### src/mpurc_pkg.sv
// Purpose: shared constants for the region configuration registers
// Assumes: one build-time choice of mask or limit variant
// Notes: field positions are register bit numbers

package mpurc_pkg;

    // ----------------------------------------------------------------
    // build options
    // ----------------------------------------------------------------
    localparam bit USE_LIMIT = 1'b0;
    localparam int NUM_DATA_REGIONS = 8;
    localparam int NUM_INST_REGIONS = 8;
    localparam int MIN_DATA_LOG2 = 12;
    localparam int MIN_INST_LOG2 = 12;

    // ----------------------------------------------------------------
    // selector layout
    // ----------------------------------------------------------------
    localparam int SEL_D_BIT = 0;
    localparam int SEL_IDX_LSB = 1;
    localparam int SEL_IDX_W = 5;
    localparam int FIELD_MSB = 30;
    localparam int LOW_KEEP_W = 6;
    localparam logic [31:0] SEL_WR_MASK = 32'h7FFFFFFF;

    // ----------------------------------------------------------------
    // attribute layout
    // ----------------------------------------------------------------
    localparam int ATTR_WR_BIT = 0;
    localparam int ATTR_RD_BIT = 1;
    localparam int ATTR_PERMISSION_CODE_LSB = 2;
    localparam int ATTR_PERMISSION_CODE_W = 3;
    localparam int ATTR_C_BIT = 5;
    localparam int ATTR_TOP_BIT = 31;
    localparam logic [31:0] ATTR_TRIG_CLR = 32'hFFFFFFFC;

    // ----------------------------------------------------------------
    // reset values and mask reference
    // ----------------------------------------------------------------
    localparam logic [31:0] REG_RESET = 32'h00000000;
    localparam logic [24:0] MASK_ONES = 25'h1FFFFFF;
    localparam int MASK_SHIFT = 6;

    // ----------------------------------------------------------------
    // register select on the control port
    // ----------------------------------------------------------------
    localparam logic SEL_SELECTOR = 1'b0;
    localparam logic SEL_ATTRIBUTES = 1'b1;

    // ----------------------------------------------------------------
    // permission codes
    // ----------------------------------------------------------------
    localparam logic [2:0] PERMISSION_CODE_NONE = 3'h0;
    localparam logic [2:0] PERMISSION_CODE_SUP_R = 3'h1;
    localparam logic [2:0] PERMISSION_CODE_ALL_R = 3'h2;
    localparam logic [2:0] PERMISSION_CODE_SUP_RW = 3'h4;
    localparam logic [2:0] PERMISSION_CODE_SUP_RW_USR_R = 3'h5;
    localparam logic [2:0] PERMISSION_CODE_ALL_RW = 3'h6;

    function automatic logic mpurc_permission_code_ok(
        input logic is_data,
        input logic is_write,
        input logic is_user,
        input logic [2:0] code
    );
        logic ok;
        ok = 1'b0;
        if (!is_data) begin
            ok = (code == PERMISSION_CODE_ALL_R) || ((code == PERMISSION_CODE_SUP_R) && !is_user);
        end else begin
            unique case (code)
                PERMISSION_CODE_SUP_R: ok = !is_user && !is_write;
                PERMISSION_CODE_ALL_R: ok = !is_write;
                PERMISSION_CODE_SUP_RW: ok = !is_user;
                PERMISSION_CODE_SUP_RW_USR_R: ok = !is_user || !is_write;
                PERMISSION_CODE_ALL_RW: ok = 1'b1;
                default: ok = 1'b0;
            endcase
        end
        return ok;
    endfunction : mpurc_permission_code_ok

endpackage : mpurc_pkg

### src/mpurc_tbl_if.sv
// Purpose: link between the register front end and one region table
// Assumes: words carry register-format images
// Notes: index is the raw selector index field

interface mpurc_tbl_if;
    logic wr_en;
    logic [4:0] idx;
    logic [31:0] wr_sel_word;
    logic [31:0] wr_attr_word;
    logic [31:0] rd_sel_word;
    logic [31:0] rd_attr_word;
    logic [30:0] look_addr;
    logic look_hit;
    logic [2:0] look_permission_code;
    logic look_c;

    modport ctl (
        output wr_en, idx, wr_sel_word, wr_attr_word, look_addr,
        input rd_sel_word, rd_attr_word, look_hit, look_permission_code, look_c
    );
    modport tbl (
        input wr_en, idx, wr_sel_word, wr_attr_word, look_addr,
        output rd_sel_word, rd_attr_word, look_hit, look_permission_code, look_c
    );
endinterface : mpurc_tbl_if

### src/mpurc_table.sv
// Purpose: region record store and priority address match for one type
// Assumes: rst_n already synchronised
// Notes: out-of-range index writes are dropped, reads give zero

module mpurc_table import mpurc_pkg::*; #(
    parameter int NUM_REGIONS = 8,
    parameter int MIN_LOG2 = 12
) (
    input wire logic clk,
    input wire logic rst_n,
    mpurc_tbl_if.tbl tb
);
    localparam int IW = $clog2(NUM_REGIONS);
    localparam int BW = FIELD_MSB + 1 - MIN_LOG2;

    logic [BW-1:0] base_r [NUM_REGIONS];
    logic [BW-1:0] base_nxt [NUM_REGIONS];
    logic [BW:0] size_r [NUM_REGIONS];
    logic [BW:0] size_nxt [NUM_REGIONS];
    logic [2:0] permission_code_r [NUM_REGIONS];
    logic [2:0] permission_code_nxt [NUM_REGIONS];
    logic [NUM_REGIONS-1:0] c_r;
    logic [NUM_REGIONS-1:0] c_nxt;
    logic idx_ok;
    logic [IW-1:0] k;
    logic [BW-1:0] a;

    assign idx_ok = tb.idx < 5'(NUM_REGIONS);
    assign k = tb.idx[IW-1:0];
    assign a = tb.look_addr[FIELD_MSB:MIN_LOG2];

    // ----------------------------------------------------------------
    // record store
    // ----------------------------------------------------------------
    always_comb begin
        base_nxt = base_r;
        size_nxt = size_r;
        permission_code_nxt = permission_code_r;
        c_nxt = c_r;
        if (tb.wr_en && idx_ok) begin
            base_nxt[k] = tb.wr_sel_word[FIELD_MSB:MIN_LOG2];
            if (USE_LIMIT) begin
                size_nxt[k] = tb.wr_attr_word[ATTR_TOP_BIT:MIN_LOG2];
            end else begin
                size_nxt[k] = {1'b0, tb.wr_attr_word[FIELD_MSB:MIN_LOG2]};
            end
            permission_code_nxt[k] = tb.wr_attr_word[ATTR_PERMISSION_CODE_LSB +: ATTR_PERMISSION_CODE_W];
            c_nxt[k] = tb.wr_attr_word[ATTR_C_BIT];
        end
    end

    always_ff @(posedge clk or negedge rst_n) begin
        if (!rst_n) begin
            for (int i = 0; i < NUM_REGIONS; i++) begin
                base_r[i] <= '0;
                size_r[i] <= '0;
                permission_code_r[i] <= '0;
            end
            c_r <= '0;
        end else begin
            base_r <= base_nxt;
            size_r <= size_nxt;
            permission_code_r <= permission_code_nxt;
            c_r <= c_nxt;
        end
    end

    // ----------------------------------------------------------------
    // read-back images
    // ----------------------------------------------------------------
    always_comb begin
        tb.rd_sel_word = REG_RESET;
        tb.rd_attr_word = REG_RESET;
        if (idx_ok) begin
            tb.rd_sel_word = {1'b0, base_r[k], {MIN_LOG2{1'b0}}};
            tb.rd_attr_word = {size_r[k], {MIN_LOG2{1'b0}}};
            if (!USE_LIMIT) begin
                tb.rd_attr_word[ATTR_TOP_BIT] = 1'b0;
            end
            tb.rd_attr_word[ATTR_PERMISSION_CODE_LSB +: ATTR_PERMISSION_CODE_W] = permission_code_r[k];
            tb.rd_attr_word[ATTR_C_BIT] = c_r[k];
        end
    end

    // ----------------------------------------------------------------
    // priority match: walk downward so the lowest index wins
    // ----------------------------------------------------------------
    always_comb begin
        tb.look_hit = 1'b0;
        tb.look_permission_code = PERMISSION_CODE_NONE;
        tb.look_c = 1'b0;
        for (int i = NUM_REGIONS - 1; i >= 0; i--) begin
            if (USE_LIMIT ? ({1'b0, a} >= {1'b0, base_r[i]} && {1'b0, a} < size_r[i])
                          : ((a & size_r[i][BW-1:0]) == base_r[i])) begin
                tb.look_hit = 1'b1;
                tb.look_permission_code = permission_code_r[i];
                tb.look_c = c_r[i];
            end
        end
    end

endmodule : mpurc_table

### src/mpurc_regs.sv
// Purpose: region selector and attribute registers of a protection unit
// Assumes: control port driven by core logic on clk
// Notes: region tables live in mpurc_table, one per region type
//
// Functional notes
// - selector base field, read-write, resets zero
// - type bit one data, zero instruction
// - base is start address over minimum size
// - lower index means higher region priority
// - build option picks mask or limit field
// - mask variant: bit31 zero, fixed low fields
// - limit variant: limit from bit31, same low
// - cacheable flag meaningful for data regions only
// - read trigger loads record into registers
// - write trigger stores registers as record
// - mask is ones shifted by size log
// - mask encodings span 4 KB to 2GB
// - limit is exclusive end in size units
// - instruction permission codes for execute
// - data permission codes for read and write
// - region counts are build parameters, 2..32; the code works for 2..31, as at 32 its 5-bit index bound wraps to zero

module mpurc_regs import mpurc_pkg::*; (
    input wire logic clk,
    input wire logic rst_n,
    input wire logic ctl_wr_en,
    input wire logic ctl_wr_sel,
    input wire logic [31:0] ctl_wr_data,
    input wire logic ctl_rd_sel,
    output logic [31:0] ctl_rd_data_r,
    input wire logic chk_valid,
    input wire logic [31:0] chk_addr,
    input wire logic chk_is_data,
    input wire logic chk_is_write,
    input wire logic chk_user,
    output logic chk_done_r,
    output logic chk_fault_r,
    output logic chk_cacheable_r
);

    // ----------------------------------------------------------------
    // reset release
    // ----------------------------------------------------------------
    logic rst_meta_r;
    logic rst_sync_r;

    always_ff @(posedge clk or negedge rst_n) begin
        if (!rst_n) begin
            rst_meta_r <= 1'b0;
            rst_sync_r <= 1'b0;
        end else begin
            rst_meta_r <= 1'b1;
            rst_sync_r <= rst_meta_r;
        end
    end

    // ----------------------------------------------------------------
    // region tables
    // ----------------------------------------------------------------
    mpurc_tbl_if dtbl ();
    mpurc_tbl_if itbl ();

    mpurc_table #(
        .NUM_REGIONS(NUM_DATA_REGIONS),
        .MIN_LOG2(MIN_DATA_LOG2)
    ) u_dtbl (
        .clk(clk),
        .rst_n(rst_sync_r),
        .tb(dtbl.tbl)
    );

    mpurc_table #(
        .NUM_REGIONS(NUM_INST_REGIONS),
        .MIN_LOG2(MIN_INST_LOG2)
    ) u_itbl (
        .clk(clk),
        .rst_n(rst_sync_r),
        .tb(itbl.tbl)
    );

    // ----------------------------------------------------------------
    // register state
    // ----------------------------------------------------------------
    logic [31:0] sel_r;
    logic [31:0] sel_nxt;
    logic [31:0] attr_r;
    logic [31:0] attr_nxt;
    logic [31:0] rd_data_nxt;
    logic sel_is_data;
    logic attr_wr;
    logic trig_wr;
    logic trig_rd;
    logic [31:0] attr_wmask;
    logic [31:0] rec_sel_word;
    logic [31:0] rec_attr_word;

    assign sel_is_data = sel_r[SEL_D_BIT];
    assign attr_wr = ctl_wr_en && (ctl_wr_sel == SEL_ATTRIBUTES);
    assign trig_wr = attr_wr && ctl_wr_data[ATTR_WR_BIT];
    // both triggers at once is undefined; the store is taken and the load dropped
    assign trig_rd = attr_wr && ctl_wr_data[ATTR_RD_BIT] && !ctl_wr_data[ATTR_WR_BIT];

    // triggers never stored, so they read zero
    assign attr_wmask = USE_LIMIT ? ATTR_TRIG_CLR : (ATTR_TRIG_CLR & SEL_WR_MASK);

    // type bit picks which table the selector index addresses
    assign rec_sel_word = sel_is_data ? dtbl.rd_sel_word : itbl.rd_sel_word;
    assign rec_attr_word = sel_is_data ? dtbl.rd_attr_word : itbl.rd_attr_word;

    assign dtbl.wr_en = trig_wr && sel_is_data;
    assign itbl.wr_en = trig_wr && !sel_is_data;
    assign dtbl.idx = sel_r[SEL_IDX_LSB +: SEL_IDX_W];
    assign itbl.idx = sel_r[SEL_IDX_LSB +: SEL_IDX_W];
    assign dtbl.wr_sel_word = sel_r;
    assign itbl.wr_sel_word = sel_r;
    // record takes the attribute value carried by the triggering write
    assign dtbl.wr_attr_word = ctl_wr_data & attr_wmask;
    assign itbl.wr_attr_word = ctl_wr_data & attr_wmask;
    assign dtbl.look_addr = chk_addr[30:0];
    assign itbl.look_addr = chk_addr[30:0];

    always_comb begin
        sel_nxt = sel_r;
        attr_nxt = attr_r;
        if (ctl_wr_en && (ctl_wr_sel == SEL_SELECTOR)) begin
            sel_nxt = ctl_wr_data & SEL_WR_MASK;
        end
        if (attr_wr) begin
            attr_nxt = ctl_wr_data & attr_wmask;
            if (trig_rd) begin
                // index and type stay; base and attributes come from the record
                sel_nxt = {rec_sel_word[31:LOW_KEEP_W], sel_r[LOW_KEEP_W-1:0]};
                attr_nxt = rec_attr_word & attr_wmask;
            end
        end
    end

    assign rd_data_nxt = (ctl_rd_sel == SEL_ATTRIBUTES) ? attr_r : sel_r;

    always_ff @(posedge clk or negedge rst_sync_r) begin
        if (!rst_sync_r) begin
            sel_r <= REG_RESET;
            attr_r <= REG_RESET;
            ctl_rd_data_r <= REG_RESET;
        end else begin
            sel_r <= sel_nxt;
            attr_r <= attr_nxt;
            ctl_rd_data_r <= rd_data_nxt;
        end
    end

    // ----------------------------------------------------------------
    // access check
    // ----------------------------------------------------------------
    logic chk_hit;
    logic [2:0] chk_permission_code;
    logic chk_c;
    logic done_nxt;
    logic fault_nxt;
    logic cache_nxt;

    always_comb begin
        chk_hit = chk_is_data ? dtbl.look_hit : itbl.look_hit;
        chk_permission_code = chk_is_data ? dtbl.look_permission_code : itbl.look_permission_code;
        chk_c = chk_is_data ? dtbl.look_c : itbl.look_c;
        done_nxt = chk_valid;
        fault_nxt = 1'b0;
        cache_nxt = 1'b0;
        if (chk_valid) begin
            fault_nxt = !chk_hit || !mpurc_permission_code_ok(chk_is_data, chk_is_write, chk_user, chk_permission_code);
            cache_nxt = chk_is_data && chk_hit && chk_c && !fault_nxt;
        end
    end

    always_ff @(posedge clk or negedge rst_sync_r) begin
        if (!rst_sync_r) begin
            chk_done_r <= 1'b0;
            chk_fault_r <= 1'b0;
            chk_cacheable_r <= 1'b0;
        end else begin
            chk_done_r <= done_nxt;
            chk_fault_r <= fault_nxt;
            chk_cacheable_r <= cache_nxt;
        end
    end

endmodule : mpurc_regs

### config.mk
export PLATFORM = sky130hd
export DESIGN_NAME = mpurc_regs
export DESIGN_NICKNAME = d
export VERILOG_FILES = /design/src/mpurc_pkg.sv /design/src/mpurc_tbl_if.sv /design/src/mpurc_table.sv /design/src/mpurc_regs.sv
export SDC_FILE = /design/constraint.sdc
export NUM_CORES = 1
export LEC_CHECK = 0
export BUFFER_PORTS_ARGS = -buffer_cell sky130_fd_sc_hd__buf_4
export CAP_MARGIN = 15
export CORE_MARGIN = 2
export CORE_UTILIZATION = 55
export DETAILED_ROUTE_END_ITERATION = 8
export PLACE_DENSITY_LB_ADDON = 0.12
export SETUP_SLACK_MARGIN = 0.5
export SLEW_MARGIN = 20
export SYNTH_ARGS = -nofsm -noshare
export SYNTH_HDL_FRONTEND = slang
export SYNTH_SLANG_ARGS = --single-unit
### constraint.sdc
create_clock -name clk -period 31.9 [get_ports clk]
set_input_delay 3.19 -clock clk [delete_from_list [all_inputs] [get_ports clk]]
set_output_delay 3.19 -clock clk [all_outputs]
set_load 0.05 [all_outputs]
==> key figures, run 1 <==
Run status
  • Status: complete, no violations

Die
  • Die Footprint: 73700 µm²
  • Initial core utilization: 55.3%
  • Die width: 271 µm
  • # IOs: 108
  • Row Count: 98
  • CORE AREA: 71100 µm²
  • Die Y: 271 µm

Min path
  • Worst Hold Launch: rst_meta_r
  • Worst hold path class: flip-flop to flip-flop

Synth
  • Library cells used by synthesis: 72
  • Synth Area in XOR/XNOR: 2.43%
  • Post-synth top area share: 49.0%
  • Post-Synthesis Cells: 3446
  • Post-synthesis sequential area ratio: 49.0%
  • Post-synth ARST share: 100%
  • Dominant synthesized flop cell: dfrtp_1
  • Largest family of logic cells by synthesized area: multiplexers
  • Mapped cell area: 39300 µm²
  • Post-Synth Simple-Gate Area: 9.96%
  • Area share of fa/ha/maj cells after synthesis: 0%
  • Number of flops mapped to enable cells by yosys: 0
  • Mean Syn Cell Area: 11.4 µm²
  • Post-synthesis compound-gate area fraction: 14.3%
  • Synthesized flop and latch total: 770
  • Synth top area cells: dfrtp_1, mux2_2, a22oi_1
  • Syn. warnings: 0
  • Yosys top cell by area: dfrtp_1
  • Post-synthesis mux area share: 21.4%
  • Synthesized net count: 3519

Finish
  • Share of layout cells above drive strength 1: 30.9%
  • Storage element area: 19300 µm²
  • Filler Cells Inserted: 5775
  • NumNets Final: 3485
  • Finished Core Util: 61.5%
  • Multi-input logic area: 19100 µm²
  • Area growth syn-to-layout: 11.2%

Global routing
  • Grt met2 use: 59.9%
  • Vias in the first global route: 30500
  • All-Layer GR Usage: 41.7%
  • Global-route wire length before repair: 222000 µm
  • Most used routing layer: met2
  • Met3 GRT Util: 12.0%
  • Met1 Use GR: 55.6%
  • Initial antenna violation count: 9
  • Largest net degree at the start of global routing: 162
  • Gr ovfl total: 0

Clocking
  • CTS Buf Count: 85
  • CTS root buf: clkbuf_16
  • TritonCTS clock tree: yes
  • # resized after CTS: 0
  • Worst-path clk slew: 60 ps
  • Worst skew pair latency: 650 ps
  • # hold bufs at CTS: 0
  • Clock net sink count: 770
  • Max H-tree Level: 3
  • Clk buf depth: 3
  • Postcts setup bufs: 0

Route
  • WL final: 154000 µm
  • Via/cell ratio: 7.10
  • Post-DRT Antenna Nets: 0
  • DRT Pass-1 Iters: 6
  • Drc violations: 0
  • Drt wl/cell: 34.8 µm
  • First-iteration detailed-routing DRC count: 4518
  • Vias post-DR: 31500

Pwr
  • Int Pwr: 1.99 mW
  • Reg power frac: 41.1%
  • Power per cell area: 69.1 nW/µm²
  • Leakage power: 20.4 nW
  • Share of power burned in combinational logic: 25.0%
  • Switching share of power: 34.2%
  • Sw Pwr: 1.03 mW
  • Clock power share: 33.9%
  • Worst vdd ir: 0.0000509 V

Run
  • Max_cap viols: 0

Timing
  • Final hold violation count: 0
  • Worst slew margin: 17.2%
  • RSZ-0062 raised after global routing: false
  • Clk_skew: 24.3 ps
  • Worst Tran Pin Value: 1240 ps
  • Final worst-path cycle share: 20.8%
  • Max Freq: 150 MHz
  • Final number of max-transition violations: 0
  • Post-layout min period: 6650 ps
  • Final Setup Violations: 0
  • Setup_tns: 0 ps

Setup path
  • CP max FO: 24
  • Data required, critical path: 32420 ps
  • Crit path DAT: 7170 ps
  • CP Capture Type: flip-flop
  • Crit path from: chk_addr[27]
  • CP Class: input pin to flip-flop
  • Crit path launch type: input pin
  • Worst r2r src: dtbl.wr_sel_word[3]

Placement
  • DP HPWL: 100000 µm
  • PortBufs: 93
  • GP Congestion: 0.955
## cell usage after synthesis, drive strengths merged, types with 5 or more instances
library cell    n
nand2b          6
and3           95
a32oi          17
o21ai          73
mux2          706
o22a           46
nor3           14
a21oi         154
a21o           54
nand3          90
nand3b          7
nor2           47
inv            14
mux2i          34
nand2         283
nor2b          17
a21boi         52
a31oi          27
nor3b           5
and3b          53
xor2          108
nand4          81
clkbuf        212
mux4            5
a311oi          5
o211ai          7
a22o           23
nor4           21
a22oi         194
buf            63
a221oi         60
dfrtp         770
and2            8
a211oi         53
## critical path, cell delays in order
cell and delay (ps):
buf_4 250, a21boi_1 340, a211oi_1 830, nand4_1 330, nor3_1 830, and2_1 270, a221oi_1 90, o311ai_0 320
nor4b_1 310, o21ai_0 140, nor4_1 220
## stage by stage
stage          power (mW)  setup slack [ps]  hold slack [ps]  cell area (µm²)  cells
2_1_floorplan        1.67              8850              331            39300   3446
3_3_place_gp         1.96             24710              339            40800   4275
3_5_place_dp         1.98             24790              341            40800   4275
4_1_cts              3.00             25470              356            43700   4431
5_1_grt              3.12             25050              366            43700   4438
6_report             3.02             25250              353            43700   4440
## kinds of logic after synthesis
| logic type | count (synthesis) |
|---|---|
| AO/OA/AOI/OAI | 791 |
| XOR/XNOR | 109 |
| buffers and inverters | 289 |
| flip-flops | 770 |
| multiplexers | 745 |
| other | 1 |
| AND/OR/NAND/NOR | 741 |
## cells in the final DEF (no fill, tap or decap), types with 9 or more instances in the layout
cell type	count
a211oi_1	49
a21boi_0	51
a21o_1	54
a21oi_1	154
a221oi_1	60
a22o_1	23
a22oi_1	194
a31oi_1	27
a32oi_1	17
and3_1	94
and3b_1	53
buf_4	152
clkbuf_1	14
clkbuf_16	86
clkbuf_8	25
clkinv_2	17
dfrtp_1	765
diode_2	9
inv_1	14
mux2_2	706
mux2i_1	34
nand2_1	282
nand3_1	90
nand4_1	79
nor2_1	30
nor2_4	16
nor2b_1	11
nor3_1	9
nor4_1	12
o21ai_0	73
o22a_1	46
xor2_1	108
## layer usage
layer / vias up / part of all wire (%)
li1: 12800 / -
met1: 16100 / 38
met2: 2154 / 43
met3: 443 / 12
met4: 0 / 7.2
met5: - / 0
## registers in the layout, summed over array words and instances (netlist names)
signal and cells:
u_dtbl.c_r 8, chk_cacheable_r 1, attr_r 29, u_dtbl.size_r 152, u_dtbl.base_r 152, rst_meta_r 1, u_itbl.c_r 8, ctl_rd_data_r 32
u_dtbl.permission_code_r 24, dtbl.wr_sel_word 32, u_itbl.base_r 152, u_itbl.size_r 152, chk_fault_r 1, u_itbl.permission_code_r 24, chk_done_r 1, rst_sync_r 1
## cell type report
type	count	share of cell area, %
clock buffers	125	5.83
repair buffers	154	2.68
well taps	950	2.72
clock inverters	31	0.827
flip-flops and latches	770	44.1
multi-input cells	2387	43.7
inverters	14	0.120
diodes	9	0.0515
## power groups by stage
stage	Clock (mW)	Combinational (mW)	Sequential [mW]
global placement	0	0.717	1.24
floorplan	0	0.434	1.24
detailed placement	0	0.730	1.25
finish	1.02	0.756	1.24
CTS	1.03	0.733	1.24
global route	1.07	0.787	1.26
## worst paths after layout
check,to,slack [ps],cells after the start
min in group asynchronous,u_dtbl.size_r[42],460,0
worst min register to register,rst_sync_r,350,0
worst min-delay path,rst_sync_r,350,0
worst max register to register,attr_r[15],27080,12
worst max-delay path,chk_cacheable_r,25250,11
max in group asynchronous,u_dtbl.base_r[64],28190,3
Power figures use the tool's default switching activity.
==> run 2: changes to the inputs <==
--- a/config.mk
+++ b/config.mk
@@ -5,6 +5,7 @@
 export SDC_FILE = /design/constraint.sdc
 export NUM_CORES = 1
 export LEC_CHECK = 0
+export ABC_AREA = 1
 export BUFFER_PORTS_ARGS = -buffer_cell sky130_fd_sc_hd__buf_4
 export CAP_MARGIN = 15
 export CORE_MARGIN = 2
==> constraint.sdc (replaced) <==
create_clock -name clk -period 6.7 [get_ports clk]
set_input_delay 0.67 -clock clk [delete_from_list [all_inputs] [get_ports clk]]
set_output_delay 0.67 -clock clk [all_outputs]
set_load 0.05 [all_outputs]
==> run 2 against run 1 <==
Effect of this change:
- cell area shrank 2.4%
- wire length shrank 2.4%
- non-clock buffer count shrank 17
- sequential power grew to 4.6 times the previous value
- area after synthesis shrank 1.6%
- worst hold slack lost 150 ps
- critical endpoint is now chk_fault_r
- total power grew to 4.7 times the previous value
- critical path depth grew 6
- sequential share of layout area grew 1.1 points
==> key figures, run 2 <==
Clocking
  • Max H-tree Level: 3
  • Clk buf depth: 3
  • Worst-path clk slew: 60 ps
  • Worst skew pair latency: 660 ps
  • CTS root buf: clkbuf_16
  • Clock net sink count: 770
  • # resized after CTS: 0
  • CTS Buf Count: 84
  • TritonCTS clock tree: yes

Global routing
  • Initial antenna violation count: 10
  • Gr ovfl total: 0
  • All-Layer GR Usage: 41.3%
  • Largest net degree at the start of global routing: 145
  • Grt met2 use: 58.8%
  • Met1 Use GR: 55.8%
  • Met3 GRT Util: 11.6%
  • Vias in the first global route: 32600
  • Most used routing layer: met2
  • Global-route wire length before repair: 221000 µm

Pwr
  • Post-route total power: 14.3 mW
  • Worst vdd ir: 0.000228 V
  • Leakage power: 19.0 nW
  • Power per cell area: 335 nW/µm²

Synth
  • Post-synth ARST share: 100%
  • Library cells used by synthesis: 56
  • Mean Syn Cell Area: 8.03 µm²
  • Dominant synthesized flop cell: dfrtp_1
  • Synthesized net count: 4897
  • Syn. warnings: 0
  • Count leader, synth: nand2_1
  • Post-Synthesis Cells: 4824
  • Mapped cell area: 38700 µm²
  • Post-synth top area share: 49.7%
  • Yosys top cell by area: dfrtp_1
  • Number of flops mapped to enable cells by yosys: 0
  • Commonest cells in the netlist: nand2_1, dfrtp_1, o21ai_0, inv_1, clkbuf_1
  • Synthesized flop and latch total: 770
  • Post-synthesis sequential area ratio: 49.7%
  • Synth top area cells: dfrtp_1, nand2_1, o21ai_0

Timing
  • Final worst-path cycle share: 59.1%
  • Final Setup Violations: 0
  • Post-layout min period: 3960 ps
  • Setup WS post-layout: 2740 ps
  • Max Freq: 253 MHz
  • Clk_skew: 19.5 ps
  • RSZ-0062 raised after global routing: false
  • Final number of max-transition violations: 0
  • Final hold violation count: 0
  • Worst slew margin: 24.0%
  • Worst Tran Pin Value: 1140 ps

Setup path
  • Crit path launch type: flip-flop
  • Worst R2R Setup Slack: 2740 ps
  • CP Capture Type: flip-flop
  • Crit path DAT: 4460 ps
  • Reg-to-Reg End: chk_fault_r
  • R2R cell count: 17
  • Worst r2r src: u_dtbl.size_r[78]
  • CP Class: flip-flop to flip-flop
  • CP max FO: 6
  • Data required, critical path: 7200 ps

Run status
  • Status: complete, no violations

Run
  • Max_cap viols: 0

Finish
  • Area growth syn-to-layout: 10.2%
  • Filler Cells Inserted: 6361
  • Most common cell after layout, fill and taps aside: nand2_1
  • NumNets Final: 4796
  • Commonest cells after routing, fill and taps aside: nand2_1, dfrtp_1, o21ai_0, inv_1, nor2_1
  • Share of layout cells above drive strength 1: 7.16%

Min path
  • Min-Delay Endpoint: chk_done_r
  • Worst hold path class: input pin to flip-flop
  • Worst Hold Launch: chk_valid
  • Hold depth: 1

Die
  • Die width: 269 µm
  • Row Count: 97
  • CORE AREA: 69900 µm²
  • # IOs: 108
  • Die Y: 269 µm
  • Initial core utilization: 55.4%
  • Die Footprint: 72600 µm²

Route
  • Via/cell ratio: 6.21
  • DRT Pass-1 Iters: 6
  • Drt wl/cell: 26.3 µm
  • Drc violations: 0
  • Vias post-DR: 35600
  • First-iteration detailed-routing DRC count: 5576
  • Post-DRT Antenna Nets: 0
  • WL final: 151000 µm

Placement
  • GP Congestion: 0.993
  • PortBufs: 93
  • Setup WS pre-CTS: 2590 ps
  • DP HPWL: 95600 µm
run 2: worst max-delay path by stage:
| stage | startpoint | endpoint | slack [ps] |
|---|---|---|---|
| after global routing | u_dtbl.size_r[78] | chk_fault_r | 2750 |
| after floorplan | rst_sync_r | attr_r[10] | -720 |
| final | u_dtbl.size_r[78] | chk_fault_r | 2740 |
| after detailed placement | chk_addr[30] | chk_fault_r | 2590 |
| after global placement | ctl_wr_en | u_dtbl.base_r[10] | 2320 |
| after CTS | dtbl.wr_sel_word[1] | u_itbl.size_r[82] | 3010 |
run 2: where the power goes:
part / leakage [nW] / switching [mW] / total, mW / internal [mW]
Sequential: 10.4 / 0.457 / 5.67 / 5.21
Clock: 1.38 / 2.02 / 4.85 / 2.84
Combinational: 7.19 / 2.77 / 3.78 / 1.02
Total: 19.0 / 5.24 / 14.3 / 9.06
run 2: repair_timing:
item / in CTS / in global routing
setup buffers: 0 / 0
hold buffers: 1 / 0
hold endpoints to repair: 2 / 0
run 2: per-stage QoR:
step                cell area (µm²)  setup TNS, ps  std cells  hold WS (ps)  utilization [%]
floorplan                     38700        -556520       4824           331                -
global route                  42700              0       5731           192             61.0
global placement              39800              0       5575           218             56.9
CTS                           42600              0       5730           181             61.0
finish                        42700              0       5733           204             61.0
detailed placement            39800              0       5575           224             56.9
run 2: critical path: stages (launching register included):
cell and delay [ps]:
dfrtp_1 400, nand2_1 80, xor2_1 820, nand4_1 560
nand3b_1 330, nor2_2 520, nor2_1 120, nand2_1 80
nand2_1 50, nand2_1 70, nand2_1 60, nand2_2 80
nand2_1 60, nand2_1 50, nand2_1 50, nand3_1 60
nand2_1 60, a21oi_1 360
run 2: cell families after synthesis:
kind of cell	count (synthesis)	synth area share, %
AND/OR/NAND/NOR	2000	21.1
XOR/XNOR	207	4.68
flip-flops	770	49.7
buffers and inverters	646	6.66
AO/OA/AOI/OAI	1200	17.8
other	1	0.00968
run 2: area by class of cell:
class	instances	area [µm²]	share of cell area [%]
clock inverter	35	440	1.03
timing repair buffer	137	1080	2.54
multi-input combinational	3408	17100	40.1
inverter	322	1210	2.83
clock buffer	119	2380	5.59
tap	940	1180	2.76
sequential	770	19300	45.2
antenna	2	5.00	0.0117
run 2: per-layer routing:
layer  share of wire (%)  wire, µm
met3                  12     18400
met4                 7.3     11100
met5               0.092       139
met2                  42     62900
met1                  39     58300
